[src/rtl/mpt_pkg.sv]
package mpt_pkg;
    localparam int CNT_W = 16;
    localparam int NCH = 8;
    localparam int NPAIR = 4;
    localparam int NFLT = 4;
    localparam int DT_W = 6;
    localparam int FCNT_W = 4;
    localparam int DIV_W = 7;
    localparam int NFILT_CH = 4;
    localparam logic [15:0] CNT_RST = 16'h0000;
    localparam logic [15:0] FREE_FINAL = 16'hFFFF;
    localparam logic [15:0] FREE_INIT = 16'h0000;
    localparam logic [15:0] CNT_STEP = 16'h0001;
    localparam logic [5:0] DT_STEP = 6'h01;
    localparam logic [3:0] FCNT_STEP = 4'h1;
    localparam logic [6:0] DIV_STEP = 7'h01;
    localparam logic [1:0] SRC_NONE = 2'h0;
    localparam logic [1:0] SRC_SYS = 2'h1;
    localparam logic [1:0] SRC_FIXED = 2'h2;
    localparam logic [1:0] SRC_EXT = 2'h3;
    localparam logic [1:0] MODE_CAPT = 2'h0;
    localparam logic [1:0] MODE_CMP = 2'h1;
    localparam logic [1:0] MODE_PWM = 2'h2;
    localparam logic [1:0] ACT_CLR = 2'h1;
    localparam logic [1:0] ACT_SET = 2'h2;
    localparam logic [1:0] ACT_TOG = 2'h3;
    localparam logic [1:0] FLT_OFF = 2'h0;
    localparam logic [1:0] FLT_AUTO = 2'h3;
    typedef enum logic {DIR_UP, DIR_DOWN} mpt_dir_t;
endpackage

[src/rtl/mpt_chan_if.sv]
`timescale 1ns/1ns
interface mpt_chan_if;
    logic [15:0] cnt;
    logic tick;
    logic [1:0] mode;
    logic [1:0] edge_sel;
    logic [15:0] value;
    logic filt_en;
    logic [3:0] filt_len;
    logic pin_i;
    logic out;
    logic [15:0] capt;
    logic ev;
    modport core (output cnt, tick, mode, edge_sel, value, filt_en, filt_len, pin_i,
        input out, capt, ev);
    modport chan (input cnt, tick, mode, edge_sel, value, filt_en, filt_len, pin_i,
        output out, capt, ev);
endinterface

[src/rtl/mpt_prescaler.sv]
`timescale 1ns/1ns
module mpt_prescaler (
    // Clock and reset
    input wire logic clk_sys,
    input wire logic reset,
    // Source and division
    input wire logic [1:0] src,
    input wire logic fixed_tick,
    input wire logic ext_count_clock,
    input wire logic [2:0] ps,
    input wire logic halt,
    // Counter enable
    output logic tick
);
    typedef struct packed {
        logic ext_q;
        logic ext_p;
        logic [6:0] div;
    } mpt_ps_st_t;
    mpt_ps_st_t s_q;
    mpt_ps_st_t s_d;
    logic base;
    logic [6:0] mask;

    always_comb begin
        s_d = s_q;
        s_d.ext_q = ext_count_clock;
        s_d.ext_p = s_q.ext_q;
        mask = 7'((8'h01 << ps) - 8'h01);
        case (src)
            mpt_pkg::SRC_SYS: base = 1'b1;
            mpt_pkg::SRC_FIXED: base = fixed_tick;
            mpt_pkg::SRC_EXT: base = s_q.ext_q & ~s_q.ext_p;
            default: base = 1'b0;
        endcase
        base = base & ~halt;
        tick = base && ((s_q.div & mask) == mask);
        if (base) begin
            s_d.div = s_q.div + mpt_pkg::DIV_STEP;
        end
    end

    always_ff @(posedge clk_sys) begin
        if (reset) begin
            s_q <= '0;
        end else begin
            s_q <= s_d;
        end
    end
endmodule // mpt_prescaler

[src/rtl/mpt_channel.sv]
`timescale 1ns/1ns
module mpt_channel #(
    parameter bit HAS_FILTER = 1'b0
) (
    // Clock and reset
    input wire logic clk_sys,
    input wire logic reset,
    // Channel link
    mpt_chan_if.chan b
);
    typedef struct packed {
        logic pin;
        logic filt;
        logic [3:0] fcnt;
        logic out;
        logic [15:0] capt;
        logic ev;
    } mpt_ch_st_t;
    mpt_ch_st_t s_q;
    mpt_ch_st_t s_d;
    logic rise;
    logic fall;
    logic hit;

    always_comb begin
        s_d = s_q;
        s_d.ev = 1'b0;
        s_d.pin = b.pin_i;
        // filter bits are inert where no filter exists
        if (HAS_FILTER && b.filt_en) begin
            if (s_q.pin == s_q.filt) begin
                s_d.fcnt = '0;
            end else if (s_q.fcnt >= b.filt_len) begin
                s_d.filt = s_q.pin;
                s_d.fcnt = '0;
            end else begin
                s_d.fcnt = s_q.fcnt + mpt_pkg::FCNT_STEP;
            end
        end else begin
            s_d.filt = s_q.pin;
            s_d.fcnt = '0;
        end
        rise = s_d.filt & ~s_q.filt;
        fall = ~s_d.filt & s_q.filt;
        hit = b.tick && (b.cnt == b.value);
        case (b.mode)
            mpt_pkg::MODE_CAPT: begin
                if ((rise && b.edge_sel[0]) || (fall && b.edge_sel[1])) begin
                    s_d.capt = b.cnt;
                    s_d.ev = 1'b1;
                end
            end
            mpt_pkg::MODE_CMP: begin
                // set, clear or toggle on match
                if (hit) begin
                    s_d.ev = 1'b1;
                    case (b.edge_sel)
                        mpt_pkg::ACT_CLR: s_d.out = 1'b0;
                        mpt_pkg::ACT_SET: s_d.out = 1'b1;
                        mpt_pkg::ACT_TOG: s_d.out = ~s_q.out;
                        default: s_d.out = s_q.out;
                    endcase
                end
            end
            mpt_pkg::MODE_PWM: begin
                // level compare is symmetric under up-down counting
                s_d.out = (b.cnt < b.value) ^ b.edge_sel[0];
                s_d.ev = hit;
            end
            default: s_d.out = s_q.out;
        endcase
    end

    always_ff @(posedge clk_sys) begin
        if (reset) begin
            s_q <= '0;
        end else begin
            s_q <= s_d;
        end
    end

    assign b.out = s_q.out;
    assign b.capt = s_q.capt;
    assign b.ev = s_q.ev;
endmodule // mpt_channel

[src/rtl/mpt_motor_pwm_timer.sv]
`timescale 1ns/1ns
module mpt_motor_pwm_timer (
    // Clock and reset
    input wire logic clk_sys,
    input wire logic reset,
    // Counter clocking
    input wire logic [1:0] clock_source_select,
    input wire logic fixed_freq_tick,
    input wire logic ext_count_clock,
    input wire logic [2:0] prescale_select,
    input wire logic debug_halt,
    input wire logic stop_mode,
    // Protected configuration, taken on crit_write
    input wire logic crit_write,
    input wire logic protect_set,
    input wire logic protect_clear,
    input wire logic up_down_count,
    input wire logic free_run,
    input wire logic [7:0][1:0] ch_mode,
    input wire logic [7:0][1:0] ch_edge,
    input wire logic [3:0] pair_link_control,
    input wire logic [3:0] pair_complement,
    input wire logic [3:0] pair_deadtime_en,
    input wire logic [5:0] deadtime_cycles,
    input wire logic [3:0] pair_fault_enable,
    input wire logic [1:0] fault_handling_mode,
    input wire logic [3:0] fault_input_enable,
    // Buffered values
    input wire logic buf_write,
    input wire logic [15:0] counter_initial_value,
    input wire logic [15:0] final_value,
    input wire logic [7:0][15:0] ch_value,
    input wire logic sync_trigger,
    input wire logic pwm_reload_control,
    // Output shaping and input filters
    input wire logic enhanced_feature_enable,
    input wire logic [7:0] polarity,
    input wire logic [7:0] output_mask,
    input wire logic [7:0] force_en,
    input wire logic [7:0] force_val,
    input wire logic [7:0] filter_en,
    input wire logic [3:0] filter_len,
    // Flags
    input wire logic [7:0] ch_flag_clr,
    input wire logic ovf_clr,
    input wire logic fault_clr,
    output logic [7:0] ch_flag,
    output logic ovf_flag,
    output logic fault_flag,
    output logic protect_active,
    // Pins
    input wire logic [7:0] channel_pin_i,
    output logic [7:0] channel_pin_o,
    output logic [7:0] channel_pin_oe,
    input wire logic [3:0] fault_input,
    // Observation
    output logic [15:0] count_value,
    output logic [7:0][15:0] capture_value
);
    typedef struct packed {
        logic [15:0] cnt;
        mpt_pkg::mpt_dir_t dir;
        logic [15:0] init_a;
        logic [15:0] fin_a;
        logic [7:0][15:0] val_a;
        logic [15:0] init_b;
        logic [15:0] fin_b;
        logic [7:0][15:0] val_b;
        logic wp;
        logic updown;
        logic free;
        logic [7:0][1:0] mode;
        logic [7:0][1:0] esel;
        logic [3:0] comb;
        logic [3:0] comp;
        logic [3:0] dten;
        logic [5:0] dtc;
        logic [3:0] pfen;
        logic [1:0] fmode;
        logic [3:0] fien;
        logic [7:0] chf;
        logic ovf;
        logic fltf;
        logic flat;
        logic [3:0][5:0] dt;
        logic [3:0] prev;
        logic [7:0] pin_o;
        logic [7:0] pin_oe;
    } mpt_top_st_t;
    mpt_top_st_t s_q;
    mpt_top_st_t s_d;
    logic tick_w;
    logic [15:0] fin_w;
    logic [15:0] ini_w;
    logic reload_w;
    logic load_w;
    logic ovf_set_w;
    logic flt_in_w;
    logic [7:0] raw_w;
    logic [7:0] ev_w;
    mpt_chan_if chi[8] ();

    // debug halt and stop both gate the counter source
    mpt_prescaler u_ps (
        .clk_sys(clk_sys),
        .reset(reset),
        .src(clock_source_select),
        .fixed_tick(fixed_freq_tick),
        .ext_count_clock(ext_count_clock),
        .ps(prescale_select),
        .halt(debug_halt | stop_mode),
        .tick(tick_w)
    );

    genvar g;
    for (g = 0; g < mpt_pkg::NCH; g++) begin : g_ch
        assign chi[g].cnt = s_q.cnt;
        assign chi[g].tick = tick_w;
        assign chi[g].mode = s_q.mode[g];
        assign chi[g].edge_sel = s_q.esel[g];
        assign chi[g].value = s_q.val_a[g];
        assign chi[g].filt_en = filter_en[g];
        assign chi[g].filt_len = filter_len;
        assign chi[g].pin_i = channel_pin_i[g];
        assign raw_w[g] = chi[g].out;
        assign ev_w[g] = chi[g].ev;
        assign capture_value[g] = chi[g].capt;
        mpt_channel #(.HAS_FILTER(g < mpt_pkg::NFILT_CH)) u_ch (
            .clk_sys(clk_sys),
            .reset(reset),
            .b(chi[g])
        );
    end

    // free running spans the whole range
    assign fin_w = s_q.free ? mpt_pkg::FREE_FINAL : s_q.fin_a;
    assign ini_w = s_q.free ? mpt_pkg::FREE_INIT : s_q.init_a;
    assign reload_w = tick_w && (s_q.updown ? (s_q.dir == mpt_pkg::DIR_DOWN
        && s_q.cnt == ini_w) : (s_q.cnt == fin_w));
    assign ovf_set_w = tick_w && s_q.cnt == fin_w && (!s_q.updown || s_q.dir == mpt_pkg::DIR_UP);
    // transfer at the sync trigger or at the reload point
    assign load_w = sync_trigger | (pwm_reload_control & reload_w);
    // each fault input has its own enable
    assign flt_in_w = enhanced_feature_enable && |(fault_input & s_q.fien);

    always_comb begin
        logic pe;
        logic po;
        logic blank;
        logic cmb;
        logic cmp;
        logic [7:0] lvl;
        logic [7:0] safe;
        pe = 1'b0;
        po = 1'b0;
        blank = 1'b0;
        cmb = 1'b0;
        cmp = 1'b0;
        lvl = '0;
        safe = '0;
        s_d = s_q;
        if (tick_w) begin
            if (!s_q.updown) begin
                // final value wraps to the initial value
                if (s_q.cnt == fin_w) begin
                    s_d.cnt = ini_w;
                end else begin
                    s_d.cnt = s_q.cnt + mpt_pkg::CNT_STEP;
                end
            end else if (s_q.dir == mpt_pkg::DIR_UP) begin
                if (s_q.cnt == fin_w) begin
                    s_d.dir = mpt_pkg::DIR_DOWN;
                    s_d.cnt = s_q.cnt - mpt_pkg::CNT_STEP;
                end else begin
                    s_d.cnt = s_q.cnt + mpt_pkg::CNT_STEP;
                end
            end else begin
                if (s_q.cnt == ini_w) begin
                    s_d.dir = mpt_pkg::DIR_UP;
                    s_d.cnt = s_q.cnt + mpt_pkg::CNT_STEP;
                end else begin
                    s_d.cnt = s_q.cnt - mpt_pkg::CNT_STEP;
                end
            end
        end
        // software writes land in the buffer only
        if (buf_write) begin
            s_d.init_b = counter_initial_value;
            s_d.fin_b = final_value;
            s_d.val_b = ch_value;
        end
        if (load_w) begin
            s_d.init_a = s_q.init_b;
            s_d.fin_a = s_q.fin_b;
            s_d.val_a = s_q.val_b;
        end
        if (protect_set) begin
            s_d.wp = 1'b1;
        end else if (protect_clear) begin
            s_d.wp = 1'b0;
        end
        if (crit_write && !s_q.wp) begin
            s_d.updown = up_down_count;
            s_d.free = free_run;
            s_d.mode = ch_mode;
            s_d.esel = ch_edge;
            s_d.comb = pair_link_control;
            s_d.comp = pair_complement;
            s_d.dten = pair_deadtime_en;
            s_d.dtc = deadtime_cycles;
            s_d.pfen = pair_fault_enable;
            s_d.fmode = fault_handling_mode;
            s_d.fien = fault_input_enable;
        end
        // sticky event flags, set beats clear
        s_d.chf = ev_w | (s_q.chf & ~ch_flag_clr);
        s_d.ovf = ovf_set_w | (s_q.ovf & ~ovf_clr);
        s_d.fltf = flt_in_w | (s_q.fltf & ~fault_clr);
        // manual modes hold until cleared with the input gone
        case (s_q.fmode)
            mpt_pkg::FLT_OFF: s_d.flat = 1'b0;
            mpt_pkg::FLT_AUTO: s_d.flat = flt_in_w;
            default: s_d.flat = flt_in_w | (s_q.flat & ~fault_clr);
        endcase
        for (int p = 0; p < mpt_pkg::NPAIR; p++) begin
            // pair features need the enhanced enable
            cmb = enhanced_feature_enable & s_q.comb[p];
            cmp = enhanced_feature_enable & s_q.comp[p];
            // lead edge at even value, trail edge at odd value
            if (cmb) begin
                pe = s_q.cnt >= s_q.val_a[2*p] && s_q.cnt < s_q.val_a[2*p+1];
            end else begin
                pe = raw_w[2*p];
            end
            po = cmp ? ~pe : (cmb ? pe : raw_w[2*p+1]);
            s_d.prev[p] = pe;
            blank = 1'b0;
            s_d.dt[p] = s_q.dt[p];
            // deadtime blanks both outputs after each switch
            if (cmp && s_q.dten[p]) begin
                if (pe != s_q.prev[p] && s_q.dtc != '0) begin
                    s_d.dt[p] = s_q.dtc - mpt_pkg::DT_STEP;
                    blank = 1'b1;
                end else if (s_q.dt[p] != '0) begin
                    s_d.dt[p] = s_q.dt[p] - mpt_pkg::DT_STEP;
                    blank = 1'b1;
                end
            end
            lvl[2*p] = pe & ~blank;
            lvl[2*p+1] = po & ~blank;
            safe[2*p] = enhanced_feature_enable & s_q.flat & s_q.pfen[p];
            safe[2*p+1] = safe[2*p];
            s_d.pin_oe[2*p] = s_q.mode[2*p] != mpt_pkg::MODE_CAPT || cmb;
            s_d.pin_oe[2*p+1] = s_q.mode[2*p+1] != mpt_pkg::MODE_CAPT || cmb;
        end
        for (int c = 0; c < mpt_pkg::NCH; c++) begin
            // force, mask and polarity only with enhancements on
            if (enhanced_feature_enable && force_en[c]) begin
                lvl[c] = force_val[c];
            end
            // safe level is the inactive polarity
            if (safe[c] || (enhanced_feature_enable && output_mask[c])) begin
                lvl[c] = 1'b0;
            end
            s_d.pin_o[c] = lvl[c] ^ (enhanced_feature_enable & polarity[c]);
        end
    end

    always_ff @(posedge clk_sys) begin
        if (reset) begin
            s_q <= '0;
        end else begin
            s_q <= s_d;
        end
    end

    assign count_value = s_q.cnt;
    assign ch_flag = s_q.chf;
    assign ovf_flag = s_q.ovf;
    assign fault_flag = s_q.fltf;
    assign protect_active = s_q.wp;
    assign channel_pin_o = s_q.pin_o;
    assign channel_pin_oe = s_q.pin_oe;
endmodule // mpt_motor_pwm_timer

[config.mk]
export PLATFORM = sky130hd
export DESIGN_NAME = mpt_motor_pwm_timer
export DESIGN_NICKNAME = d
export VERILOG_FILES = /design/src/rtl/mpt_pkg.sv /design/src/rtl/mpt_chan_if.sv /design/src/rtl/mpt_prescaler.sv /design/src/rtl/mpt_channel.sv /design/src/rtl/mpt_motor_pwm_timer.sv
export SDC_FILE = /design/constraint.sdc
export NUM_CORES = 2
export LEC_CHECK = 0
export ABC_AREA = 1
export BUFFER_PORTS_ARGS = -buffer_cell sky130_fd_sc_hd__buf_2
export CAP_MARGIN = 20
export CORE_MARGIN = 5
export CORE_UTILIZATION = 55
export CTS_BUF_LIST = sky130_fd_sc_hd__clkbuf_16
export CTS_CLUSTER_SIZE = 24
export DETAILED_ROUTE_END_ITERATION = 8
export PLACE_DENSITY = 0.78
export SLEW_MARGIN = 20
export SYNTH_ARGS = -nofsm -noshare
export SYNTH_HDL_FRONTEND = slang
export SYNTH_SLANG_ARGS = --single-unit
[constraint.sdc]
create_clock -name clk_sys -period 3.8 [get_ports clk_sys]
set_input_delay 0.38 -clock clk_sys [delete_from_list [all_inputs] [get_ports clk_sys]]
set_output_delay 0.38 -clock clk_sys [all_outputs]
set_load 0.03 [all_outputs]
======== Word-level counts from Yosys, hierarchy flattened ========
Index checks and enable logic that the tools add are counted.
word-level totals
  flip-flop bits (word level) ............. 640
  input bits .............................. 306
  output and inout bits ................... 171
  logic and storage cells ................. 610
cells by class
  $add $sub $neg .......................... 13
  magnitude comparators ................... 16
  equality and inequality tests ........... 79
  shift-type cells ........................ 1
  mux-type cells .......................... 130
  bitwise logic cells ..................... 118
  reduce and logical (&&, ||, !) cells .... 147
operators with widths
  operator                                           count
  == test 16 bit                                     10
  less-than comparator 16 bit                        8
  2-to-1 mux 16 bit                                  6
  2-to-1 mux 1 bit                                   77
  >= comparator 16 bit                               4
  logical AND 1 bit                                  59
  == test 2 bit (second input constant)              27
  bitwise AND 1 bit                                  51
  case mux 1 bit (3 select lines)                    17
  2-to-1 mux 6 bit                                   8
  nonzero test 2 bit                                 21
  inverter 1 bit                                     41
  == test 2 x 1 -> 1 bit (second input constant)     17
  2-to-1 mux 4 bit                                   8
  inequality test 4 bit (second input constant)      8
  nonzero test 6 bit                                 5
  subtractor 6 x 1 -> 6 bit (second input constant)  5
  AND reduction 2 bit                                13
  logical OR 1 bit                                   25
  AND reduction 3 bit                                8
  2-to-1 mux 5 bit                                   4
  OR reduction 4 bit                                 5
  zero test 2 bit                                    9
  case mux 1 bit (2 select lines)                    9
  20 further kinds                                   59

======== Longest topological paths before layout ========
  word-level depth ........................ 12
  depth in mapped cells ................... 24
  gate-level depth less buffers ........... 23

======== By module ========
From an unflattened synthesis, not the netlist that was laid out.
second synthesis, totals
  cells, all modules ...................... 5014
  area, all modules ....................... 37119.4 µm²
by module, submodules not included
  module                          times used  cells an instance  area each (µm²)  seq. area each (µm²)
  mpt_motor_pwm_timer             1           3073               22875.7          9108.7
  mpt_channel (g_ch[0].u_ch ...)  4           265                1926.8           480.5
  mpt_channel (g_ch[4].u_ch ...)  4           195                1478.9           400.4
  mpt_prescaler                   1           101                620.6            180.2

======== Least setup slack after synthesis ========
Ideal clock, no wire load.
  path kind ............................... reg2reg
  from .................................... reg s_q (netlist bit count_value[5])
  to ...................................... reg s_q (netlist bit chi[0].value[0])
  library setup time ...................... 0.116 ns
  arrival time ............................ 2.309 ns
  data required time ...................... 3.684 ns
  slack ................................... 1.375 ns
  cell stages (with the launch flop) ...... 18
  buffers on the path ..................... 3
  clock period less this slack ............ 2.425 ns
  cells stage by stage .................... dfxtp_1 -> buf_2 -> inv_1 -> xor2_1 -> nor2_1 -> nand2_1 -> nor4_2 -> nand2_2 -> nor2_8 -> inv_4 -> nand2_1 -> nand3_1 -> nand2_2 -> inv_2 -> buf_6 -> buf_2 -> nor2_1 -> nor2_1
on the way
  word-level cells in the longest chain between the ends .. 6
  elaborated cells on any way between the ends .. 7
  classes of those cells .................. eq/ne: 2; mux: 1; bitwise: 2; reduce/logical: 2
ends and longest elaborated chain
  element                 RTL line                    RTL
  start, declared         mpt_motor_pwm_timer.sv:90   mpt_top_st_t s_q;
  start signal, assigned  mpt_motor_pwm_timer.sv:271  s_q <= '0;
  start signal, assigned  mpt_motor_pwm_timer.sv:273  s_q <= s_d;
  == test 16 bit          mpt_motor_pwm_timer.sv:139  && s_q.cnt == ini_w) : (s_q.cnt == fin_w));
  logical AND 1 bit       mpt_motor_pwm_timer.sv:139
  2-to-1 mux 1 bit *      mpt_motor_pwm_timer.sv:138  assign reload_w = tick_w && (s_q.updown ? (s_q.dir == mpt_pkg::DIR_DOWN
  logical AND 1 bit *     mpt_motor_pwm_timer.sv:138
  bitwise AND 1 bit *     mpt_motor_pwm_timer.sv:142  assign load_w = sync_trigger | (pwm_reload_control & reload_w);
  OR 1 bit *              mpt_motor_pwm_timer.sv:142
Mark *: on every way between the ends. The rest lies on a longest branch, timed or not.
A chain may end at the register's enable or synchronous reset.

======== Worst setup path in the final report ========
  from .................................... reg s_q (netlist bit count_value[15])
  to ...................................... reg s_q[29] (netlist bit)
on the way
  word-level cells in the longest chain between the ends .. 7
  elaborated cells on any way between the ends .. 9
  classes of those cells .................. order compare: 2; eq/ne: 1; mux: 2; reduce/logical: 4
ends and longest elaborated chain
  element                                                              RTL line                    RTL
  >= comparator 16 bit or less-than comparator 16 bit (tied branches)  mpt_motor_pwm_timer.sv:231  pe = s_q.cnt >= s_q.val_a[2*p] && s_q.cnt < s_q.val_a[2*p+1];
  logical AND 1 bit *                                                  mpt_motor_pwm_timer.sv:231
  2-to-1 mux 1 bit *                                                   mpt_motor_pwm_timer.sv:230  if (cmb) begin
  inequality test 1 bit *                                              mpt_motor_pwm_timer.sv:241  if (pe != s_q.prev[p] && s_q.dtc != '0) begin
  logical AND 1 bit *                                                  mpt_motor_pwm_timer.sv:241
  nonzero test 2 bit (no source line)                                  -
  AND reduction 2 bit (no source line)                                 -
Marked as above.

==> impl_metrics.toml <==
[setup_path]
worstSetupPathType = "reg2reg"
rr_startpoint = "count_value[15]"
worstSetupStartpointType = "flop"
crit_fanout = 13
worst_path_max_delay_cell = "dfxtp_1"
critical_path.max_stage_delay_ns = 0.46
reg2regPathDepth = 16
worstPathCellList = "buf_12 -> ha_1 -> a21o_1 -> a21oi_1 -> nand2_1 -> a21oi_1 -> nand2_1 -> nand2_1 -> nand2_1 -> nand2_1 -> nand3_1 -> nand2_1 -> nand2_1 -> inv_1 -> o211ai_1 -> a21oi_1"
crit_top_cell = "nand2_1"
critPathCaptureType = "flop"
setup.worst_path.start = "count_value[15]"
required_ns = 4.33
arrival_ns = 3.95

[place]
dp_slack_ns = 0.254
port_buffers = 472
dp_cells = 4932
hpwlAfterDp_um = 62800
placed_area_um2 = 32300
place.gp.congestion = 0.918

[outcome]
status = "finished clean"

[cells_and_area]
layout-drive-gt1-share_pct = 14.9
final_cells = 5175
final_area_um2 = 35700
syn_to_final_growth_pct = 16.8
layout_common_cells = "638 x dfxtp_1, 625 x nor2_1, 470 x buf_2, 435 x o21ai_0, 433 x a21oi_1"
seqCellArea_um2 = 12800
nFillCells = 4663
mostFrequentLayoutCell = "dfxtp_1"
multi_input_area_um2 = 14000
nNetsFinal = 4888

[drt]
dr.pass1.iters = 5
wl_per_cell_um = 17.8
wl_um = 92100
drc = 0
ant_nets = 0
drt-initial-drc-count = 2035
vias_per_cell = 5.37
vias = 27800

[yosys]
synth_nets = 4540
synth_compound_area_share_pct = 18.8
syn_area_um2 = 30600
synth_fa_ha_area_share_pct = 8.46
ys_ff_latch = 640
synth-async-reset-ratio_pct = 0
muxShareOfSynthArea_pct = 0
synthSimpleGateAreaFrac_pct = 16.2
ys_top_cells_by_area = "dfxtp_1 42%, ha_1 8.5%, nor2_1 7.7%"
synth_top_cell_by_area = "dfxtp_1"
synthXorXnorAreaFrac_pct = 2.26
synth.top_cell.area_share_pct = 41.9
yosys_warnings = 0
syn_inst = 4027
synth_enable_flop_cells = 0
syn_avg_cell_area_um2 = 7.60
synth_top_family_by_area = "compound AO/OA/AOI/OAI gates"
yosysSeqAreaShare_pct = 41.9
synthFlopType = "dfxtp_1"
yosysUniqueCellTypes = 46

[die]
core_um2 = 55100
die_h_um = 246
num_rows = 86
dieWidth_um = 246
boundaryPins = 477
initial_core_util_pct = 55.6
dieArea_um2 = 60500

[clock_tree]
clk_pin_slew_ns = 0.06
cts_setup_buffers = 0
clock_sinks = 640
root_buffer = "clkbuf_16"
cts_tree = "done"
clk_latency_ns = 0.61
htree_levels = 3
clockBufferDepth = 3
cts_buffers = 67

[sta]
maxSlewHeadroom_pct = 29.2
grt_setup_unrepaired = "no"
finalMaxSlewViolations = 0
tightest_slew_ns = 1.06
hold_viol = 0
fin_ws_ns = 0.380
finalSetupViolations = 0
skew_ns = 0.0159
post-route-min-period_ns = 3.42
finalCritPeriodShare_pct = 90.0
fmax_mhz = 292
setup-tns-final_ns = 0

[worst_hold_path]
worstHoldStart = "ch_edge[3]"
worstHoldPathCells = 3
hold_class = "in2reg"

[grt]
grt_max_degree = 213
grt_overflow = 0
grt_pass1_wl_um = 140000
first_global_vias = 26100
grt_use_total_pct = 28.9
antenna_found_initial = 6

[pwr]
switching_power_mw = 4.21
pwr-share-seq_pct = 45.7
netSwitchingFraction_pct = 26.5
ir_drop_uv = 372
p_comb_share_pct = 12.3
fin_total_pwr_mw = 15.9
p_leak_nw = 16.9
power_density_nw_per_um2 = 445
clockPowerShare_pct = 41.9
internal-power_mw = 11.7

[run]
drv_cap = 0
## sequential cells by signal (all words and copies together), names as in the netlist
register / cells
s_q: 252
chi.value: 128
g_ch.u_ch.b.capt: 128
g_ch.u_ch.s_q: 28
chi.edge_sel: 16
chi.mode: 16
count_value: 16
ch_flag: 8
channel_pin_o: 8
channel_pin_oe: 8
g_ch.u_ch.b.ev: 8
g_ch.u_ch.b.out: 8
u_ps.s_q: 8
g_ch.u_ch.s_d: 4
fault_flag: 1
ovf_flag: 1
protect_active: 1
u_ps.s_d: 1
## stage by stage
| step | hold WS (ns) | utilization [%] |
|---|---|---|
| global placement | 0.420 | 58.6 |
| global route | 0.00643 | 64.9 |
| finish | 0.00993 | 64.9 |
| detailed placement | 0.428 | 58.6 |
| floorplan | 0.410 | - |
| CTS | 0.000570 | 64.8 |
## repair_timing
action                                  4_1_cts  5_1_grt
endpoints found under the hold margin       121        0
endpoints found under the setup margin        0        6
gates resized for setup                       0        1
hold buffers                                121        0
## final timing paths
check | endpoint | slack (ns)
worst min register to register | u_ps.s_q[6] | 0.44
worst min-delay path | chi[1].edge_sel[1] | 0.01
worst max-delay path | s_q[29] | 0.38
worst max register to register | s_q[29] | 0.38
## worst max-delay path: cells and delay by family (launching register included)
| family | cells | cell delay (ns) |
|---|---|---|
| AND/OR/NAND/NOR | 8 | 1.09 |
| AO/OA/AOI/OAI | 5 | 1.00 |
| buffers and inverters | 2 | 0.48 |
| flip-flops | 1 | 0.46 |
| adder cells (fa/ha/maj) | 1 | 0.28 |
## cell usage after synthesis (2+ instances only)
master	n
dfxtp_1	640
nor2_1	626
o21ai_0	435
a21oi_1	433
nand2_1	415
inv_1	376
ha_1	207
buf_4	173
clkbuf_1	140
nand3_1	126
o21ai_1	122
xor2_1	66
buf_6	29
nor3_1	27
a21o_1	25
o211ai_1	23
nand4_1	22
buf_2	20
buf_1	16
a211oi_1	13
xnor2_1	13
clkinv_1	9
a21boi_0	8
inv_2	8
nand3b_1	6
a211o_1	4
a31oi_1	4
nor4_1	4
o22ai_1	4
a22oi_1	3
o21a_1	3
o21bai_1	3
o221ai_1	3
o31ai_2	3
or2_2	3
a22o_1	2
nand2_2	2
o31ai_1	2
o32ai_1	2
## metal layers
layer  global-route usage [%]  part of all wire, %  up-vias  wire [um]
met2                     47.7                   46     1022      42700
li1                         -                    -    13800          -
met5                        0                    0        -          0
met1                     38.2                   43    12800      39200
met4                     10.2                  3.7        0       3390
met3                     5.48                  7.5      225       6870
## cell families after synthesis
logic type	Yosys count
simple gates	1235
xor+xnor	79
flops	640
buf+inv	772
compound gates	1094
fa+ha+maj	207
## power groups by stage
stage	clock network (mW)	logic, mW	registers [mW]
after CTS	6.75	1.95	7.27
after detailed placement	0	1.83	7.42
after floorplan	0	1.36	7.36
after global routing	7.02	2.21	7.31
after global placement	0	1.79	7.41
final	6.67	1.97	7.28
## cell type report
| class | instances | share of cell area (%) |
|---|---|---|
| clock inverter | 46 | 1.31 |
| multi-input combinational | 2615 | 39.2 |
| sequential | 640 | 35.9 |
| inverter | 394 | 4.20 |
| antenna | 6 | 0.0420 |
| tap | 748 | 2.62 |
| timing repair buffer | 657 | 11.9 |
| clock buffer | 69 | 4.83 |
Power figures use the tool's default switching activity.
